===== src/hdl/remote_io_pkg.sv =====
// Purpose: shared constants of the compressor remote I/O block
// Assumes: 125 MHz pclk, APB register access with 32-bit data
// Notes:   input slot numbers index the conditioned pin vectors
package remote_io_pkg;

	localparam int unsigned CLK_HZ         = 125_000_000;
	localparam int unsigned CLK_MHZ        = CLK_HZ / 1_000_000;

	// glitch filter; a longest time, so the cycle count rounds down
	localparam int unsigned FILTER_TIME_US = 10_000;
	localparam int unsigned FILTER_CYCLES  = CLK_MHZ * FILTER_TIME_US;
	// pulses that the remote controller holds for at least this long are always seen
	localparam int unsigned MIN_PULSE_MS   = 200;

	localparam int unsigned SECOND_CYCLES  = CLK_HZ;
	localparam int unsigned SEC_DIV_W      = 27;
	localparam logic [11:0] SECONDS_PER_HR = 12'hE10;

	// conditioned input slots
	localparam int unsigned IN_START       = 0;
	localparam int unsigned IN_STOP        = 1;
	localparam int unsigned IN_INHIBIT     = 2;
	localparam int unsigned IN_LEVEL       = 3;
	localparam int unsigned IN_MECH_START  = 4;
	localparam int unsigned IN_MECH_STOP   = 5;
	localparam int unsigned IN_PANEL_RESET = 6;
	localparam int unsigned IN_TEMP_HIGH   = 7;
	localparam int unsigned IN_PRESS_HIGH  = 8;
	localparam int unsigned IN_FAULT       = 9;
	localparam int unsigned IN_WARNING     = 10;
	localparam int unsigned IN_POWER_OK    = 11;
	localparam int unsigned IN_SAFETY_TRIP = 12;
	localparam int unsigned NUM_IN         = 13;

	// register byte offsets
	localparam int unsigned ADDR_W         = 8;
	localparam logic [7:0]  CONTROL_OFS    = 8'h00;
	localparam logic [7:0]  COMMAND_OFS    = 8'h04;
	localparam logic [7:0]  STATUS_OFS     = 8'h08;
	localparam logic [7:0]  IRQ_STATUS_OFS = 8'h0C;
	localparam logic [7:0]  IRQ_CLEAR_OFS  = 8'h10;
	localparam logic [7:0]  IRQ_ENABLE_OFS = 8'h14;
	localparam logic [7:0]  HOURS_OFS      = 8'h18;
	localparam logic [7:0]  SECONDS_OFS    = 8'h1C;

	// field positions
	localparam int unsigned CTRL_MAIN_SCREEN = 0;
	localparam int unsigned CMD_SCR_START    = 0;
	localparam int unsigned CMD_SCR_STOP     = 1;
	localparam int unsigned IRQ_W            = 5;
	localparam int unsigned IRQ_START        = 0;
	localparam int unsigned IRQ_STOP         = 1;
	localparam int unsigned IRQ_ERROR        = 2;
	localparam int unsigned IRQ_WARNING      = 3;
	localparam int unsigned IRQ_INHIBIT      = 4;

	// reset values
	localparam logic [31:0] CONTROL_RST    = 32'h0000_0000;
	localparam logic [31:0] IRQ_ENABLE_RST = 32'h0000_0000;

endpackage


===== src/hdl/cond_if.sv =====
// Purpose: carries conditioned pin levels and edge pulses between modules
// Assumes: all signals on pclk
// Notes:   rise and fall are one-cycle pulses
interface cond_if;
	import remote_io_pkg::*;
	logic [NUM_IN-1:0] level;
	logic [NUM_IN-1:0] rise;
	logic [NUM_IN-1:0] fall;
	modport producer (output level, output rise, output fall);
	modport consumer (input level, input rise, input fall);
endinterface


===== src/hdl/compressor_remote_io_control.sv =====
// Purpose: run/stop control, status contacts, lamps and running hours
// Assumes: APB master; pins already translated to logic levels (true = 1)
// Notes:   one wait state on every APB access; outputs all registered
//          pin pulses shorter than the filter time may go unseen

// Behaviour
// - remote start rising edge starts compressor
// - remote stop rising edge stops compressor
// - inhibit level keeps compressor stopped
// - level mode: start level-sensitive, stop ignored
// - inputs held 200 ms always recognised
// - rising false-to-true, falling true-to-false
// - open or negative input reads false
// - all-ok only when no error, warning, power
// - errors latch; cleared by reset or start, temp and pressure also by stop
// - warnings clear themselves when condition ends
// - running contact closed only while running
// - over-temperature contact latches, clears on event
// - over-pressure contact latches, clears on event
// - screen start equals button, main screen only
// - screen stop equals button, main screen only
// - on lamp lit while compressor operates
// - off lamp after stop button or trip
// - running hours count only while operating
module compressor_remote_io_control
	import remote_io_pkg::*;
#(
	parameter int unsigned FILTER     = remote_io_pkg::FILTER_CYCLES,
	parameter int unsigned SEC_CYCLES = remote_io_pkg::SECOND_CYCLES
) (
	input  wire logic                        pclk,
	input  wire logic                        presetn,
	input  wire logic [remote_io_pkg::ADDR_W-1:0] paddr,
	input  wire logic                        psel,
	input  wire logic                        penable,
	input  wire logic                        pwrite,
	input  wire logic [31:0]                 pwdata,
	output logic [31:0]                      prdata,
	output logic                             pready,
	output logic                             pslverr,
	input  wire logic                        remote_start_in,
	input  wire logic                        remote_stop_in,
	input  wire logic                        remote_inhibit_in,
	input  wire logic                        level_mode_select_in,
	input  wire logic                        mech_start_btn,
	input  wire logic                        mech_stop_btn,
	input  wire logic                        panel_reset_btn,
	input  wire logic                        he_temp_high,
	input  wire logic                        he_pressure_high,
	input  wire logic                        fault_in,
	input  wire logic                        warning_in,
	input  wire logic                        line_power_ok,
	input  wire logic                        safety_trip_in,
	output logic                             compressor_run,
	output logic                             running_contact,
	output logic                             all_ok_contact,
	output logic                             over_temp_contact,
	output logic                             over_pressure_contact,
	output logic                             on_lamp,
	output logic                             off_lamp,
	output logic                             irq
);
	import remote_io_pkg::*;

	typedef struct packed {
		logic                 run;
		logic                 stopped_btn;
		logic                 temp_err;
		logic                 press_err;
		logic                 fault_err;
		logic                 main_screen;
		logic                 scr_start;
		logic                 scr_stop;
		logic                 warn_prev;
		logic                 err_prev;
		logic                 inhibit_prev;
		logic [IRQ_W-1:0]     irq_stat;
		logic [IRQ_W-1:0]     irq_en;
		logic [SEC_DIV_W-1:0] sec_div;
		logic [11:0]          sec_in_hr;
		logic [31:0]          hours;
		logic                 pready;
		logic                 pslverr;
		logic [31:0]          prdata;
		logic                 running_c;
		logic                 all_ok_c;
		logic                 temp_c;
		logic                 press_c;
		logic                 on_l;
		logic                 off_l;
		logic                 irq;
	} state_type;

	state_type s_q;
	state_type s_d;

	cond_if cif ();

	logic [NUM_IN-1:0] pin_vec;

	// pins placed by slot number, so a reordered slot table cannot swap two inputs
	always_comb begin
		pin_vec                 = '0;
		pin_vec[IN_START]       = remote_start_in;
		pin_vec[IN_STOP]        = remote_stop_in;
		pin_vec[IN_INHIBIT]     = remote_inhibit_in;
		pin_vec[IN_LEVEL]       = level_mode_select_in;
		pin_vec[IN_MECH_START]  = mech_start_btn;
		pin_vec[IN_MECH_STOP]   = mech_stop_btn;
		pin_vec[IN_PANEL_RESET] = panel_reset_btn;
		pin_vec[IN_TEMP_HIGH]   = he_temp_high;
		pin_vec[IN_PRESS_HIGH]  = he_pressure_high;
		pin_vec[IN_FAULT]       = fault_in;
		pin_vec[IN_WARNING]     = warning_in;
		pin_vec[IN_POWER_OK]    = line_power_ok;
		pin_vec[IN_SAFETY_TRIP] = safety_trip_in;
	end

	input_conditioner #(
		.FILTER (FILTER)
	) u_cond (
		.pclk    (pclk),
		.presetn (presetn),
		.pins    (pin_vec),
		.cif     (cif)
	);

	function automatic logic addr_known(input logic [ADDR_W-1:0] a);
		case (a)
			CONTROL_OFS, COMMAND_OFS, STATUS_OFS, IRQ_STATUS_OFS,
			IRQ_CLEAR_OFS, IRQ_ENABLE_OFS, HOURS_OFS, SECONDS_OFS:
				addr_known = 1'b1;
			default:
				addr_known = 1'b0;
		endcase
	endfunction

	logic level_mode;
	logic inhibit;
	logic start_req;
	logic stop_btn;
	logic stop_req;
	logic reset_btn;
	logic blocked;
	logic any_err;
	logic warn;
	logic power_ok;
	logic trip;
	logic apb_setup_done;
	logic apb_commit;
	logic [IRQ_W-1:0] irq_events;
	logic [31:0] status_word;

	always_comb begin
		s_d = s_q;

		level_mode = cif.level[IN_LEVEL];
		inhibit    = cif.level[IN_INHIBIT];
		warn       = cif.level[IN_WARNING];
		power_ok   = cif.level[IN_POWER_OK];
		trip       = cif.level[IN_SAFETY_TRIP];
		reset_btn  = cif.rise[IN_PANEL_RESET];

		// screen buttons arrive as one-cycle pulses from the command register
		s_d.scr_start = 1'b0;
		s_d.scr_stop  = 1'b0;

		start_req = cif.rise[IN_START] | cif.rise[IN_MECH_START] | s_q.scr_start;
		stop_btn  = cif.rise[IN_MECH_STOP] | s_q.scr_stop;
		stop_req  = stop_btn | (~level_mode & cif.rise[IN_STOP]);
		stop_req  = stop_req | (level_mode & cif.fall[IN_START]);

		if ((start_req | stop_req | reset_btn) & ~cif.level[IN_TEMP_HIGH]) begin
			s_d.temp_err = 1'b0;
		end
		if (cif.level[IN_TEMP_HIGH]) begin
			s_d.temp_err = 1'b1;
		end
		if ((start_req | stop_req | reset_btn) & ~cif.level[IN_PRESS_HIGH]) begin
			s_d.press_err = 1'b0;
		end
		if (cif.level[IN_PRESS_HIGH]) begin
			s_d.press_err = 1'b1;
		end
		if (start_req | reset_btn) begin
			s_d.fault_err = 1'b0;
		end
		if (cif.level[IN_FAULT]) begin
			s_d.fault_err = 1'b1;
		end
		any_err = s_d.temp_err | s_d.press_err | s_d.fault_err;

		blocked = inhibit | any_err | trip | ~power_ok
		        | (level_mode & ~cif.level[IN_START]);
		if (start_req) begin
			s_d.run = 1'b1;
		end
		if (stop_req | blocked) begin
			s_d.run = 1'b0;
		end

		if (start_req & s_d.run) begin
			s_d.stopped_btn = 1'b0;
		end
		if (stop_btn) begin
			s_d.stopped_btn = 1'b1;
		end

		// partial seconds survive a stop, so short runs still add up
		// hours only while running
		if (s_q.run) begin
			if (s_q.sec_div >= SEC_DIV_W'(SEC_CYCLES - 1)) begin
				s_d.sec_div = '0;
				if (s_q.sec_in_hr >= SECONDS_PER_HR - 12'h001) begin
					s_d.sec_in_hr = '0;
					s_d.hours     = s_q.hours + 32'h0000_0001;
				end else begin
					s_d.sec_in_hr = s_q.sec_in_hr + 12'h001;
				end
			end else begin
				s_d.sec_div = s_q.sec_div + SEC_DIV_W'(1);
			end
		end

		// interrupt events
		irq_events              = '0;
		irq_events[IRQ_START]   = s_d.run & ~s_q.run;
		irq_events[IRQ_STOP]    = s_q.run & ~s_d.run;
		irq_events[IRQ_ERROR]   = any_err & ~s_q.err_prev;
		irq_events[IRQ_WARNING] = warn & ~s_q.warn_prev;
		irq_events[IRQ_INHIBIT] = inhibit & ~s_q.inhibit_prev;
		s_d.err_prev     = any_err;
		s_d.warn_prev    = warn;
		s_d.inhibit_prev = inhibit;

		status_word     = '0;
		status_word[0]  = s_q.run;
		status_word[1]  = s_q.all_ok_c;
		status_word[2]  = s_q.temp_err;
		status_word[3]  = s_q.press_err;
		status_word[4]  = s_q.fault_err;
		status_word[5]  = warn;
		status_word[6]  = inhibit;
		status_word[7]  = level_mode;
		status_word[8]  = s_q.off_l;
		status_word[9]  = power_ok;
		status_word[10] = trip;

		// APB: setup, one wait cycle, then the completing cycle
		// the registered answer costs a wait state but keeps the decode off prdata
		apb_setup_done = psel & penable & ~s_q.pready;
		apb_commit     = psel & penable & s_q.pready;
		s_d.pready     = apb_setup_done;
		if (apb_setup_done) begin
			s_d.pslverr = ~addr_known(paddr);
			s_d.prdata  = '0;
			if (!pwrite) begin
				case (paddr)
					CONTROL_OFS:    s_d.prdata = {31'h0000_0000, s_q.main_screen};
					STATUS_OFS:     s_d.prdata = status_word;
					IRQ_STATUS_OFS: s_d.prdata = {{(32-IRQ_W){1'b0}}, s_q.irq_stat};
					IRQ_ENABLE_OFS: s_d.prdata = {{(32-IRQ_W){1'b0}}, s_q.irq_en};
					HOURS_OFS:      s_d.prdata = s_q.hours;
					SECONDS_OFS:    s_d.prdata = {20'h0_0000, s_q.sec_in_hr};
					default:        s_d.prdata = '0;
				endcase
			end
		end else if (apb_commit) begin
			s_d.pslverr = 1'b0;
			s_d.prdata  = '0;
		end

		// sticky bits: set by event wins over a clear in the same cycle
		if (apb_commit && pwrite && paddr == IRQ_CLEAR_OFS) begin
			s_d.irq_stat = s_q.irq_stat & ~pwdata[IRQ_W-1:0];
		end
		s_d.irq_stat = s_d.irq_stat | irq_events;

		if (apb_commit && pwrite) begin
			case (paddr)
				CONTROL_OFS: begin
					s_d.main_screen = pwdata[CTRL_MAIN_SCREEN];
				end
				COMMAND_OFS: begin
					s_d.scr_start = pwdata[CMD_SCR_START] & s_q.main_screen;
					s_d.scr_stop  = pwdata[CMD_SCR_STOP] & s_q.main_screen;
				end
				IRQ_ENABLE_OFS: begin
					s_d.irq_en = pwdata[IRQ_W-1:0];
				end
				default: begin
				end
			endcase
		end

		s_d.running_c = s_d.run;
		s_d.all_ok_c  = power_ok & ~any_err & ~warn & ~trip;
		// latched error contacts
		s_d.temp_c    = s_d.temp_err;
		s_d.press_c   = s_d.press_err;
		s_d.on_l      = s_d.run;
		s_d.off_l     = (s_d.stopped_btn & ~s_d.run) | trip;
		s_d.irq       = |(s_d.irq_stat & s_d.irq_en);
	end

	always_ff @(posedge pclk or negedge presetn) begin
		if (!presetn) begin
			s_q             <= '0;
			s_q.main_screen <= CONTROL_RST[CTRL_MAIN_SCREEN];
			s_q.irq_en      <= IRQ_ENABLE_RST[IRQ_W-1:0];
		end else begin
			s_q <= s_d;
		end
	end

	assign prdata                = s_q.prdata;
	assign pready                = s_q.pready;
	assign pslverr               = s_q.pslverr;
	assign compressor_run        = s_q.run;
	assign running_contact       = s_q.running_c;
	assign all_ok_contact        = s_q.all_ok_c;
	assign over_temp_contact     = s_q.temp_c;
	assign over_pressure_contact = s_q.press_c;
	assign on_lamp               = s_q.on_l;
	assign off_lamp              = s_q.off_l;
	assign irq                   = s_q.irq;

endmodule


===== src/hdl/input_conditioner.sv =====
// Purpose: two-stage synchroniser, glitch filter and edge detect per pin
// Assumes: pins are asynchronous to pclk; a released or open pin reads 0
// Notes:   filter is far shorter than the guaranteed pulse width
module input_conditioner
	import remote_io_pkg::*;
#(
	parameter int unsigned FILTER = remote_io_pkg::FILTER_CYCLES
) (
	input  wire logic              pclk,
	input  wire logic              presetn,
	input  wire logic [remote_io_pkg::NUM_IN-1:0] pins,
	cond_if.producer               cif
);
	import remote_io_pkg::*;

	localparam int unsigned CW = $clog2(FILTER + 1);

	typedef struct packed {
		logic [NUM_IN-1:0]         meta;
		logic [NUM_IN-1:0]         sync;
		logic [NUM_IN-1:0]         stable;
		logic [NUM_IN-1:0][CW-1:0] cnt;
		logic [NUM_IN-1:0]         rise;
		logic [NUM_IN-1:0]         fall;
	} cond_state_type;

	cond_state_type c_q;
	cond_state_type c_d;

	always_comb begin
		c_d = c_q;
		c_d.meta = pins;
		c_d.sync = c_q.meta;
		c_d.rise = '0;
		c_d.fall = '0;
		for (int i = 0; i < NUM_IN; i++) begin
			if (c_q.sync[i] == c_q.stable[i]) begin
				c_d.cnt[i] = '0;
			end else if (c_q.cnt[i] >= CW'(FILTER - 1)) begin
				c_d.cnt[i]    = '0;
				c_d.stable[i] = c_q.sync[i];
				c_d.rise[i]   = c_q.sync[i];
				c_d.fall[i]   = ~c_q.sync[i];
			end else begin
				c_d.cnt[i] = c_q.cnt[i] + CW'(1);
			end
		end
	end

	always_ff @(posedge pclk or negedge presetn) begin
		if (!presetn) begin
			c_q <= '0;
		end else begin
			c_q <= c_d;
		end
	end

	assign cif.level = c_q.stable;
	assign cif.rise  = c_q.rise;
	assign cif.fall  = c_q.fall;

endmodule


===== config.mk =====
export PLATFORM = sky130hd
export DESIGN_NAME = compressor_remote_io_control
export DESIGN_NICKNAME = d
export VERILOG_FILES = /design/src/hdl/remote_io_pkg.sv /design/src/hdl/cond_if.sv /design/src/hdl/compressor_remote_io_control.sv /design/src/hdl/input_conditioner.sv
export SDC_FILE = /design/constraint.sdc
export NUM_CORES = 1
export LEC_CHECK = 0
export ABC_AREA = 0
export BUFFER_PORTS_ARGS = -buffer_cell sky130_fd_sc_hd__buf_2
export CAP_MARGIN = 20
export CORE_ASPECT_RATIO = 0.6
export CORE_MARGIN = 8
export CORE_UTILIZATION = 50
export CTS_CLUSTER_SIZE = 16
export DETAILED_ROUTE_END_ITERATION = 10
export PLACE_DENSITY = 0.76
export SLEW_MARGIN = 20
export SYNTH_ARGS = -nofsm -noshare
export SYNTH_HDL_FRONTEND = slang
export SYNTH_HIERARCHICAL = 1
export SYNTH_SLANG_ARGS = --single-unit
export TNS_END_PERCENT = 5

===== constraint.sdc =====
create_clock -name pclk -period 2.7 [get_ports pclk]
set_clock_uncertainty 0.15 [all_clocks]
set_input_delay 0.135 -clock pclk [delete_from_list [all_inputs] [get_ports pclk]]
set_output_delay 0.135 -clock pclk [all_outputs]
set_load 0.005 [all_outputs]

After elaboration in Yosys (flattened, before gate mapping) --
Memories as Yosys holds them, arrays and structs flattened. Index checks and enable logic that the tools add are counted.
Operators by class: mux-type cells 65, $lt $le $gt $ge 15, eq/ne operators 20, bitwise gates (word level) 69, divide/modulo/power cells 0, reduce and logical (&&, ||, !) cells 22, shift-type cells 0, add/sub/neg operators 16, $mul 0
Operator list (number):
- 21-bit two-way mux | 26
- 21-bit by 1-bit adder with 21-bit output (second input constant) | 13
- 21-bit greater-or-equal comparator (second input constant) | 13
- 32-bit one-hot mux with 6 select lines | 1
- 33-bit two-way mux | 2
- 32-bit by 1-bit adder with 32-bit output (second input constant) | 1
- 8-bit by 5-bit equality test with 1-bit output (second input constant) | 4
- 32-bit two-way mux | 1
- 2-bit AND reduction | 15
- 1-bit inverter | 29
- 1-bit two-way mux | 28
- 27-bit by 1-bit adder with 27-bit output (second input constant) | 1
- 27-bit greater-or-equal comparator (second input constant) | 1
- 27-bit two-way mux | 1
- 1-bit bitwise AND | 20
- 8-bit by 4-bit equality test with 1-bit output (second input constant) | 2
- 1-bit OR | 16
- 5-bit two-way mux | 3
- 1-bit equality test | 13
- 12-bit by 1-bit adder with 12-bit output (second input constant) | 1
- 12-bit greater-or-equal comparator (second input constant) | 1
- 12-bit two-way mux | 1
- 5-bit bitwise AND | 2
- 8-bit by 3-bit equality test with 1-bit output (second input constant) | 1
- 9 further kinds | 11
Storage, ports and cells: memories 1, ROM bits 32, bits in latches 0, logic and storage cells 260, flip-flop bits (word level) 449, bits in writable memories 0, input bits 58, output and inout bits 42
Memory list:
- (name not given) | words 32, bits a word 1, read ports 1, clocked after Yosys merged registers in 0, write ports 0, RTL line compressor_remote_io_control.sv:129 | case (a)

Depth between registers and ports, before layout --
Gate-level depths: netlist of run 1.
depth after elaboration 22, gate-level depth with buffers 8, mapped depth without buffers 7

Modules after synthesis --
The synthesis of run 1 kept the hierarchy.
Modules (own cells, without submodules):
- input_conditioner | cells each 1660, seq. area each 8458.1 um^2, instances 1, area an instance 16268.1 um^2
- compressor_remote_io_control | cells each 613, seq. area each 3228.1 um^2, instances 1, area an instance 6333.6 um^2

Worst setup path after synthesis of run 1 --
Ideal clock, no wire load.
path kind register -> register, start point reg s_q[103] (netlist name), end point reg s_q[72] (netlist name), data arrival time 2.242 ns, stages on the path, launching flop included 7, period minus slack after synthesis 2.514 ns, setup time 0.123 ns, path slack 0.186 ns, data required time 2.427 ns, path buffers 0, path through dfrtp_1 -> or4b_1 -> nor4_4 -> nand3_2 -> a2111oi_2 -> nand4_1 -> xnor2_1
On the way: cells in the longest elaborated chain, start to end 2
RTL lines:
- start: declaration | RTL line compressor_remote_io_control.sv:94 | state_type s_q;
- 27-bit greater-or-equal comparator | RTL line compressor_remote_io_control.sv:212 | if (s_q.sec_div >= SEC_DIV_W'(SEC_CYCLES - 1)) begin
- 3-bit AND reduction (no source line)
No other way between the ends. A chain may end at the register's enable or synchronous reset.

Worst setup path after layout of run 1 --
start point reg s_q[103] (netlist name), end point reg s_q[67] (netlist name)
The elaborated chain is that of the path after synthesis.

==> results.md, run 1 <==
- Reg-to-reg slack, setup: 0.07 ns
- Crit path required time: 3.02 ns
- Final min period: 2.63 ns
- Clk sinks: 447
- Syn Nets: 2,281
- DRC viols: 0
- Clock Path Buffers: 3
- Slew headroom: 0.511
- Clk slew on worst S/H paths: 0.07 ns
- Skew-Pair Late Insertion Delay: 0.55 ns
- CP startpoint: s_q[103]
- Die height: 178 um
- Cell Area, Synth: 21,800 um^2
- Rows: 59
- Vias in the first global route: 16.2k
- Post-route clock period utilization: 0.974
- Slowest stage delay, CP: 0.59 ns
- First-pass GRT wire length: 79.8 mm
- Placed cell count: 2,814
- Reg2Reg Depth: 6
- Total Routing Usage GR: 0.184
- Ratio of cells with drive above 1 in the final layout: 0.105
- Final hold vios: 0
- Fillers: 3,585
- Slew Viols, Final: 0
- Internal power: 10.6 mW
- Final WL: 46.9 mm
- P&R area growth vs syn: 12.8%
- Unrepaired setup endpoints after global routing: yes
- Worst path depth: 6
- Critical setup path kind: reg -> reg
- # Post-CTS Setup Buffers: 0
- Final setup violation count: 0
- Mean post-synth cell area: 9.86 um^2
- Crit path arrival time: 2.95 ns
- First-pass iteration count of the detailed router: 6
- Post-Layout Inst Area: 24,600 um^2
- Port bufs: 72
- Crit-path leading delay family: simple AND/OR/NAND/NOR gates
- Initial core utilization: 0.505
- Most used cells in the layout excluding fill and tap cells: 447 x dfrtp_1, 376 x nor2_1, 175 x nand2_1, 153 x xor2_1, 153 x xnor2_1
- Leakage: 10.7 nW
- Status: finished, final reports clean
- Num CTS Buffers: 42
- Total core area: 43,100 um^2
- # IOs: 100
- Die W: 285 um
- Critical Path End: s_q[67]
- Gr ovfl total: 0
- Min setup slack post-route: 0.0690 ns
- Critical R2R Launch: s_q[103]
- Peak fanout along the critical path: 6
- Max-cap viol count: 0
- Net switching share of the total power: 0.214
- Post-Layout Cell Count: 2,916
- H-tree depth: 2
- Detailed-placement wirelength estimate: 32.3 mm
- Wire length per cell: 16.1 um
- Antenna violations before repair: 2
- FF-to-FF End: s_q[67]
- Sequential share of power: 0.507
- Switching power: 2.89 mW
- DR vias: 16.4k
- Largest net degree at the start of global routing: 86
- Root buffer cell: clkbuf_16
- Worst min-delay path startpoint: psel
- Gate Count Post-Synth: 2,207
- Combinational Power Share: 0.032
- Buf/Inv on CP: 0
- Fmax: 380 MHz
- Tightest Hold Check Type: in -> reg
- Worst-margin pin slew: 0.734 ns
- Clock power frac: 0.460
- Fin Setup TNS: 0 ns
- CP Capture Type: flop
- Pre-CTS setup slack: 0.0176 ns
- Post-layout nets: 2,382
- DR iter-0 viols: 1,488
- Via/cell ratio: 5.63
- Routed Antenna Nets: 0
- CTS tree: built
- Critical Path, Cell by Cell: or4b_1 -> nor4_4 -> a31oi_2 -> a2111o_1 -> nor3_2 -> xor2_1
- Worst setup SP type: flop
- Slowest CP cell: a2111o_1
- Die ar.: 50,700 um^2
- Power Total: 13.5 mW
- Total cell area at the placement stage: 22,800 um^2
- VDD IR max: 0.490 mV
- Power per Cell Area: 550 nW/um^2
- Synth warnings: 6
- Leading cell type in the layout, fill and taps excluded: dfrtp_1
- RePlAce Congestion: 0.849
[worst min-delay path by stage]
stage / endpoint / depth (start not counted)
after CTS: prdata[3] / 5
final: prdata[3] / 5
after floorplan: all_ok_contact / 0
after global placement: u_cond/c_q[319] / 1
after detailed placement: u_cond/c_d[319] / 1
after global routing: prdata[1] / 5
[power by group through the flow]
| stage | Combinational [mW] | Clock [mW] | Sequential (mW) |
|---|---|---|---|
| after global routing | 0.501 | 6.64 | 6.85 |
| final | 0.437 | 6.21 | 6.84 |
| after floorplan | 0.169 | 0 | 6.95 |
| after global placement | 0.395 | 0 | 6.96 |
| after CTS | 0.446 | 6.38 | 6.84 |
| after detailed placement | 0.408 | 0 | 6.97 |
[sequential cells by signal, indices dropped and copies added, names as in the netlist]
register	flops
all_ok_contact	1
over_pressure_contact	1
u_cond/cif.level	13
over_temp_contact	1
u_cond/cif.rise	5
prdata	32
irq	1
u_cond/cif.fall	1
pslverr	1
pready	1
s_q	89
on_lamp	1
u_cond/c_d	13
u_cond/c_q	286
off_lamp	1
[repair_timing]
item | CTS | global route
hold buffers | 29 | 0
pin swaps | 2 | 0
hold endpoints to repair | 361 | 0
resized for setup | 0 | 1
setup endpoints to repair | 1 | 11
gates cloned | 0 | 0
[stage by stage]
step / util / hold slack [ns]
6_report: 0.570 / 0.0296
5_1_grt: 0.570 / 0.0540
4_1_cts: 0.569 / 0.00900
3_5_place_dp: 0.529 / 0.0482
3_3_place_gp: 0.529 / 0.0463
2_1_floorplan: - / -0.311
[worst reg2reg max path, cell delays in order (launching register included)]
cell and delay [ns]:
dfrtp_1 0.38, or4b_1 0.57, nor4_4 0.30, a31oi_2 0.22, a2111o_1 0.59, nor3_2 0.17, xor2_1 0.18
[layout make-up]
class                   instances  area (um^2)  share of cell area
repair buffers                163         1210              0.0494
inverters                      46          173             0.00703
well taps                     579          724              0.0295
clock buffers                  54         1190              0.0484
flip-flops and latches        447        11200               0.456
clock inverters                18          259              0.0105
multi-input cells            1608         9810               0.399
diodes                          1         2.50            0.000102
[routing by layer]
layer	share of wire	GRT usage	up-vias
met5	0	0	-
met4	0.026	0.0565	0
met3	0.049	0.0301	82
met2	0.45	0.286	449
met1	0.48	0.264	8028
li1	-	-	7868
Note: power is estimated with default switching activity, not from simulation.
==> run 2, diff against run 1 <==
--- a/config.mk
+++ b/config.mk
@@ -6,7 +6,7 @@
 export NUM_CORES = 1
 export LEC_CHECK = 0
 export ABC_AREA = 0
-export BUFFER_PORTS_ARGS = -buffer_cell sky130_fd_sc_hd__buf_2
+export BUFFER_PORTS_ARGS = -buffer_cell sky130_fd_sc_hd__buf_4
 export CAP_MARGIN = 20
 export CORE_ASPECT_RATIO = 0.6
 export CORE_MARGIN = 8
==> run 2 against run 1 <==
Compared with the run above: die area did not move; sequential share of layout area shrank 0.48 points; first-iteration DRC count fell by 5.0%; worst hold slack lost 0.0043 ns; largest cell class unchanged; critical path type unchanged; setup slack better by 0.015 ns; register-to-register slack better by 0.02 ns.
==> results.md, run 2 (synthesized netlist as in run 1, its figures left out) <==
- Status: finished, final reports clean
- WHS: 0.0253 ns
- P&R area growth vs syn: 14.0%
- Largest net degree at the start of global routing: 96
- CP Capture Type: flop
- Leakage: 10.7 nW
- Skew-Pair Late Insertion Delay: 0.56 ns
- Post-layout nets: 2,385
- Final WL: 45.9 mm
- Unrepaired setup endpoints after global routing: yes
- Slew Viols, Final: 0
- Antenna violations before repair: 3
- Post-route clock period utilization: 0.969
- Worst setup SP type: flop
- DR iter-0 viols: 1,414
- Final min period: 2.62 ns
- Leading cell type in the layout, fill and taps excluded: dfrtp_1
- Vias in the first global route: 15.8k
- Initial core utilization: 0.505
- CTS tree: built
- Die ar.: 50,700 um^2
- Critical setup path kind: reg -> reg
- Die height: 178 um
- Num CTS Buffers: 42
- First-pass iteration count of the detailed router: 5
- Power per Cell Area: 552 nW/um^2
- Crit path required time: 3.02 ns
- Clk sinks: 447
- Detailed-placement wirelength estimate: 31.8 mm
- Final setup violation count: 0
- Total Routing Usage GR: 0.181
- First-pass GRT wire length: 78.5 mm
- Via/cell ratio: 5.55
- Final core utilization: 0.576
- Routed Antenna Nets: 0
- Fmax: 382 MHz
- Fillers: 3,636
- DR vias: 16.2k
- Clk slew on worst S/H paths: 0.07 ns
- Slew headroom: 0.460
- Max-cap viol count: 0
- DRC viols: 0
- Top reg by flops: u_cond/c_q
- Worst-margin pin slew: 0.803 ns
- Die W: 285 um
- VDD IR max: 0.386 mV
- Root buffer cell: clkbuf_16
- Most used cells in the layout excluding fill and tap cells: 447 x dfrtp_1, 376 x nor2_1, 175 x nand2_1, 153 x xor2_1, 153 x xnor2_1
- Final hold vios: 0
- Tightest Hold Check Type: in -> async
- H-tree depth: 2
- Crit path arrival time: 2.94 ns
- Wire length per cell: 15.7 um
- Ratio of cells with drive above 1 in the final layout: 0.107
- Port bufs: 72
- Clock Path Buffers: 3
- Rows: 59
- Total core area: 43,100 um^2
- Fin Setup TNS: 0 ns
- Peak fanout along the critical path: 6
- Gr ovfl total: 0
- # IOs: 100
- Largest register FFs: 286
- RePlAce Congestion: 0.870
==> run 2: critical path, stage by stage (launching register included) <==
cell	delay, ns
dfrtp_1	0.38
or4b_4	0.55
nor4_4	0.35
a31oi_4	0.23
a2111o_1	0.54
nor2_1	0.17
xor2_1	0.17
==> run 2: per-stage QoR <==
step	power [mW]	cell area, um^2	cells	setup WS, ns
after floorplan	7.12	21800	2207	0.186
after global placement	7.36	22900	2812	0.0468
after detailed placement	7.38	22900	2812	0.0305
after CTS	13.9	24800	2921	0.0137
after global routing	14.2	24800	2924	-0.0519
final	13.7	24800	2924	0.0841
==> run 2: layout make-up <==
type                       instances  area, um^2  area share
multi-input combinational       1608        9840       0.396
sequential                       447       11200       0.451
inverter                          46         173     0.00696
timing repair buffer             166        1380      0.0555
tap                              579         724      0.0292
clock inverter                    20         289      0.0116
antenna                            3        7.51    0.000303
clock buffer                      55        1220      0.0492
==> run 2: power by group <==
| group | internal, mW | leakage (nW) | switching, mW |
|---|---|---|---|
| combinational | 0.157 | 3.82 | 0.286 |
| sequential | 6.77 | 6.15 | 0.0747 |
| clock | 3.79 | 0.746 | 2.62 |
| total | 10.7 | 10.7 | 2.98 |
==> run 2: path summary, 6_finish.rpt <==
| check | start | endpoint | slack [ns] | depth (start not counted) |
|---|---|---|---|---|
| worst max-delay path | s_q[103] | s_q[61] | 0.08 | 6 |
| worst max register to register | s_q[103] | s_q[61] | 0.08 | 6 |
| max in group asynchronous | presetn | u_cond/c_q[241] | 1.46 | 3 |
| min in group pclk | paddr[5] | prdata[1] | 0.05 | 4 |
| worst min-delay path | presetn | u_cond/c_q[290] | 0.03 | 2 |
| worst min register to register | u_cond/c_d[317] | u_cond/c_q[317] | 0.20 | 0 |
==> run 2: routing by layer <==
| metal | up-vias | track usage | part of all wire |
|---|---|---|---|
| li1 | 7871 | - | - |
| met5 | - | 0 | 0 |
| met1 | 7954 | 0.268 | 0.49 |
| met4 | 0 | 0.0492 | 0.023 |
| met3 | 75 | 0.0293 | 0.044 |
| met2 | 337 | 0.276 | 0.45 |
==> run 2: what timing repair did <==
action	4_1_cts	5_1_grt
setup endpoints to repair	0	22
endpoints found under the hold margin	408	0
hold buffers	34	0
resized for setup	0	6
buffers inserted	0	0
==> run 3, diff against run 2 <==
--- a/config.mk
+++ b/config.mk
@@ -6,7 +6,7 @@
 export NUM_CORES = 1
 export LEC_CHECK = 0
 export ABC_AREA = 0
-export BUFFER_PORTS_ARGS = -buffer_cell sky130_fd_sc_hd__buf_4
+export BUFFER_PORTS_ARGS = -buffer_cell sky130_fd_sc_hd__clkbuf_2
 export CAP_MARGIN = 20
 export CORE_ASPECT_RATIO = 0.6
 export CORE_MARGIN = 8
==> run 3 against run 2 <==
Compared with the run above: wire length up 2.0%; highest routed layer unchanged; global-route usage up 0.29 points; sequential power about the same; largest cell class unchanged; worst hold slack got worse by 0.013 ns; critical path type unchanged; first-iteration DRC count up 4.9%.
==> results.md, run 3 (synthesized netlist as in run 1, its figures left out) <==
- H-tree depth: 2
- Power Total: 13.4 mW
- Post-layout nets: 2,375
- Crit path required time: 3.02 ns
- Clock Path Buffers: 3
- Die W: 285 um
- Via/cell ratio: 5.66
- Ratio of cells with drive above 1 in the final layout: 0.102
- Max-cap viol count: 0
- Top reg by flops: u_cond/c_q
- DR vias: 16.5k
- Status: finished, final reports clean
- Port bufs: 72
- Die height: 178 um
- DR iter-0 viols: 1,483
- Die ar.: 50,700 um^2
- Peak fanout along the critical path: 6
- Placed cell count: 2,808
- # IOs: 100
- Initial core utilization: 0.505
- Multi-input gate area: 9810 um^2
- Clk sinks: 447
- Fillers: 3,621
- Detailed-placement wirelength estimate: 32.7 mm
- CP Capture Type: flop
- P&R area growth vs syn: 12.2%
- Fin Setup TNS: 0 ns
- First-pass iteration count of the detailed router: 6
- Worst-margin pin slew: 0.800 ns
- Final core utilization: 0.566
- Vias in the first global route: 16.1k
- Tightest Hold Check Type: in -> async
- Seq. cell area: 11,200 um^2
- Total Routing Usage GR: 0.184
- Total core area: 43,100 um^2
- Slew headroom: 0.462
- Gr ovfl total: 0
- Reg-to-reg slack, setup: 0.05 ns
- VDD IR max: 0.484 mV
- Largest register FFs: 286
- First-pass GRT wire length: 80.1 mm
- Fmax: 378 MHz
- Final min period: 2.65 ns
- Leakage: 10.5 nW
- Clk slew on worst S/H paths: 0.06 ns
- Leading cell type in the layout, fill and taps excluded: dfrtp_1
- Slew Viols, Final: 0
- RePlAce Congestion: 0.864
- Rows: 59
- WHS: 0.0126 ns
- Final hold vios: 0
- Crit path arrival time: 2.97 ns
- Final WL: 46.9 mm
- Wire length per cell: 16.1 um
- Post-Layout Cell Count: 2,908
- Most used cells in the layout excluding fill and tap cells: 447 x dfrtp_1, 376 x nor2_1, 175 x nand2_1, 153 x xor2_1, 153 x xnor2_1
- Root buffer cell: clkbuf_16
- Routed Antenna Nets: 0
- DRC viols: 0
- Final setup violation count: 0
- Post-route clock period utilization: 0.980
- Num CTS Buffers: 42
- Unrepaired setup endpoints after global routing: yes
- Skew-Pair Late Insertion Delay: 0.56 ns
- Antenna violations before repair: 1
- Largest net degree at the start of global routing: 90
- Worst setup SP type: flop
- Critical setup path kind: reg -> reg
- CTS tree: built
- Power per Cell Area: 548 nW/um^2
## run 3: cell types whose count changed in the layout (fill, tap and decap cells not counted), sizes merged
cell / before / now
inv: 48 / 46
diode: 3 / 1
clkbuf: 55 / 126
dlygate4sd3: 34 / 27
clkinv: 10 / 8
buf: 132 / 58
## run 3: layer usage
| layer | up-vias | wire [um] | global-route usage |
|---|---|---|---|
| li1 | 7839 | - | - |
| met5 | - | 0 | 0 |
| met2 | 465 | 20500 | 0.280 |
| met3 | 87 | 2530 | 0.0276 |
| met1 | 8077 | 22600 | 0.272 |
| met4 | 0 | 1220 | 0.0544 |
## run 3: metrics by stage
step	setup WS [ns]	area (um^2)
2_1_floorplan	0.186	21800
3_3_place_gp	0.0833	22700
3_5_place_dp	-0.0206	22700
4_1_cts	0.0417	24400
5_1_grt	-0.0859	24400
6_report	0.0532	24400
## run 3: layout make-up
cell class                      count  share of cell area
Antenna cell                        1            0.000103
Clock buffer                       55              0.0475
Clock inverter                     16              0.0101
Inverter                           46             0.00707
Multi-Input combinational cell   1608               0.402
Sequential cell                   447               0.458
Tap cell                          579              0.0297
Timing Repair Buffer              156              0.0453
## run 3: power by group
part           internal, mW  switching (mW)  total, mW
Combinational         0.139           0.287      0.426
Sequential             6.77          0.0753       6.84
Clock                  3.59            2.52       6.11
Total                  10.5            2.88       13.4
## run 3: repair_timing
action,in CTS,in global routing
cloned,0,0
pin swaps,1,1
endpoints found under the setup margin,5,23
gates resized for setup,1,2
setup buffers,0,1
hold endpoints to repair,429,0
hold buffers,27,0
## run 3: path summary, 6_finish.rpt
check	start	end	cells past startpoint
worst min-delay path	presetn	u_cond/c_q[71]	2
worst min register to register	u_cond/c_d[313]	u_cond/c_q[313]	0
worst max-delay path	s_q[103]	s_q[71]	6
min in group pclk	paddr[6]	prdata[2]	4
max in group asynchronous	presetn	u_cond/c_q[74]	3
worst max register to register	s_q[103]	s_q[71]	6
## run 3: worst max-delay path, cell delays in order, from the launching register on
cell and delay [ns]:
dfrtp_1 0.37, or4b_1 0.57, nor4_4 0.28, a31oi_2 0.24
a2111o_1 0.60, nor3_2 0.19, xor2_1 0.17
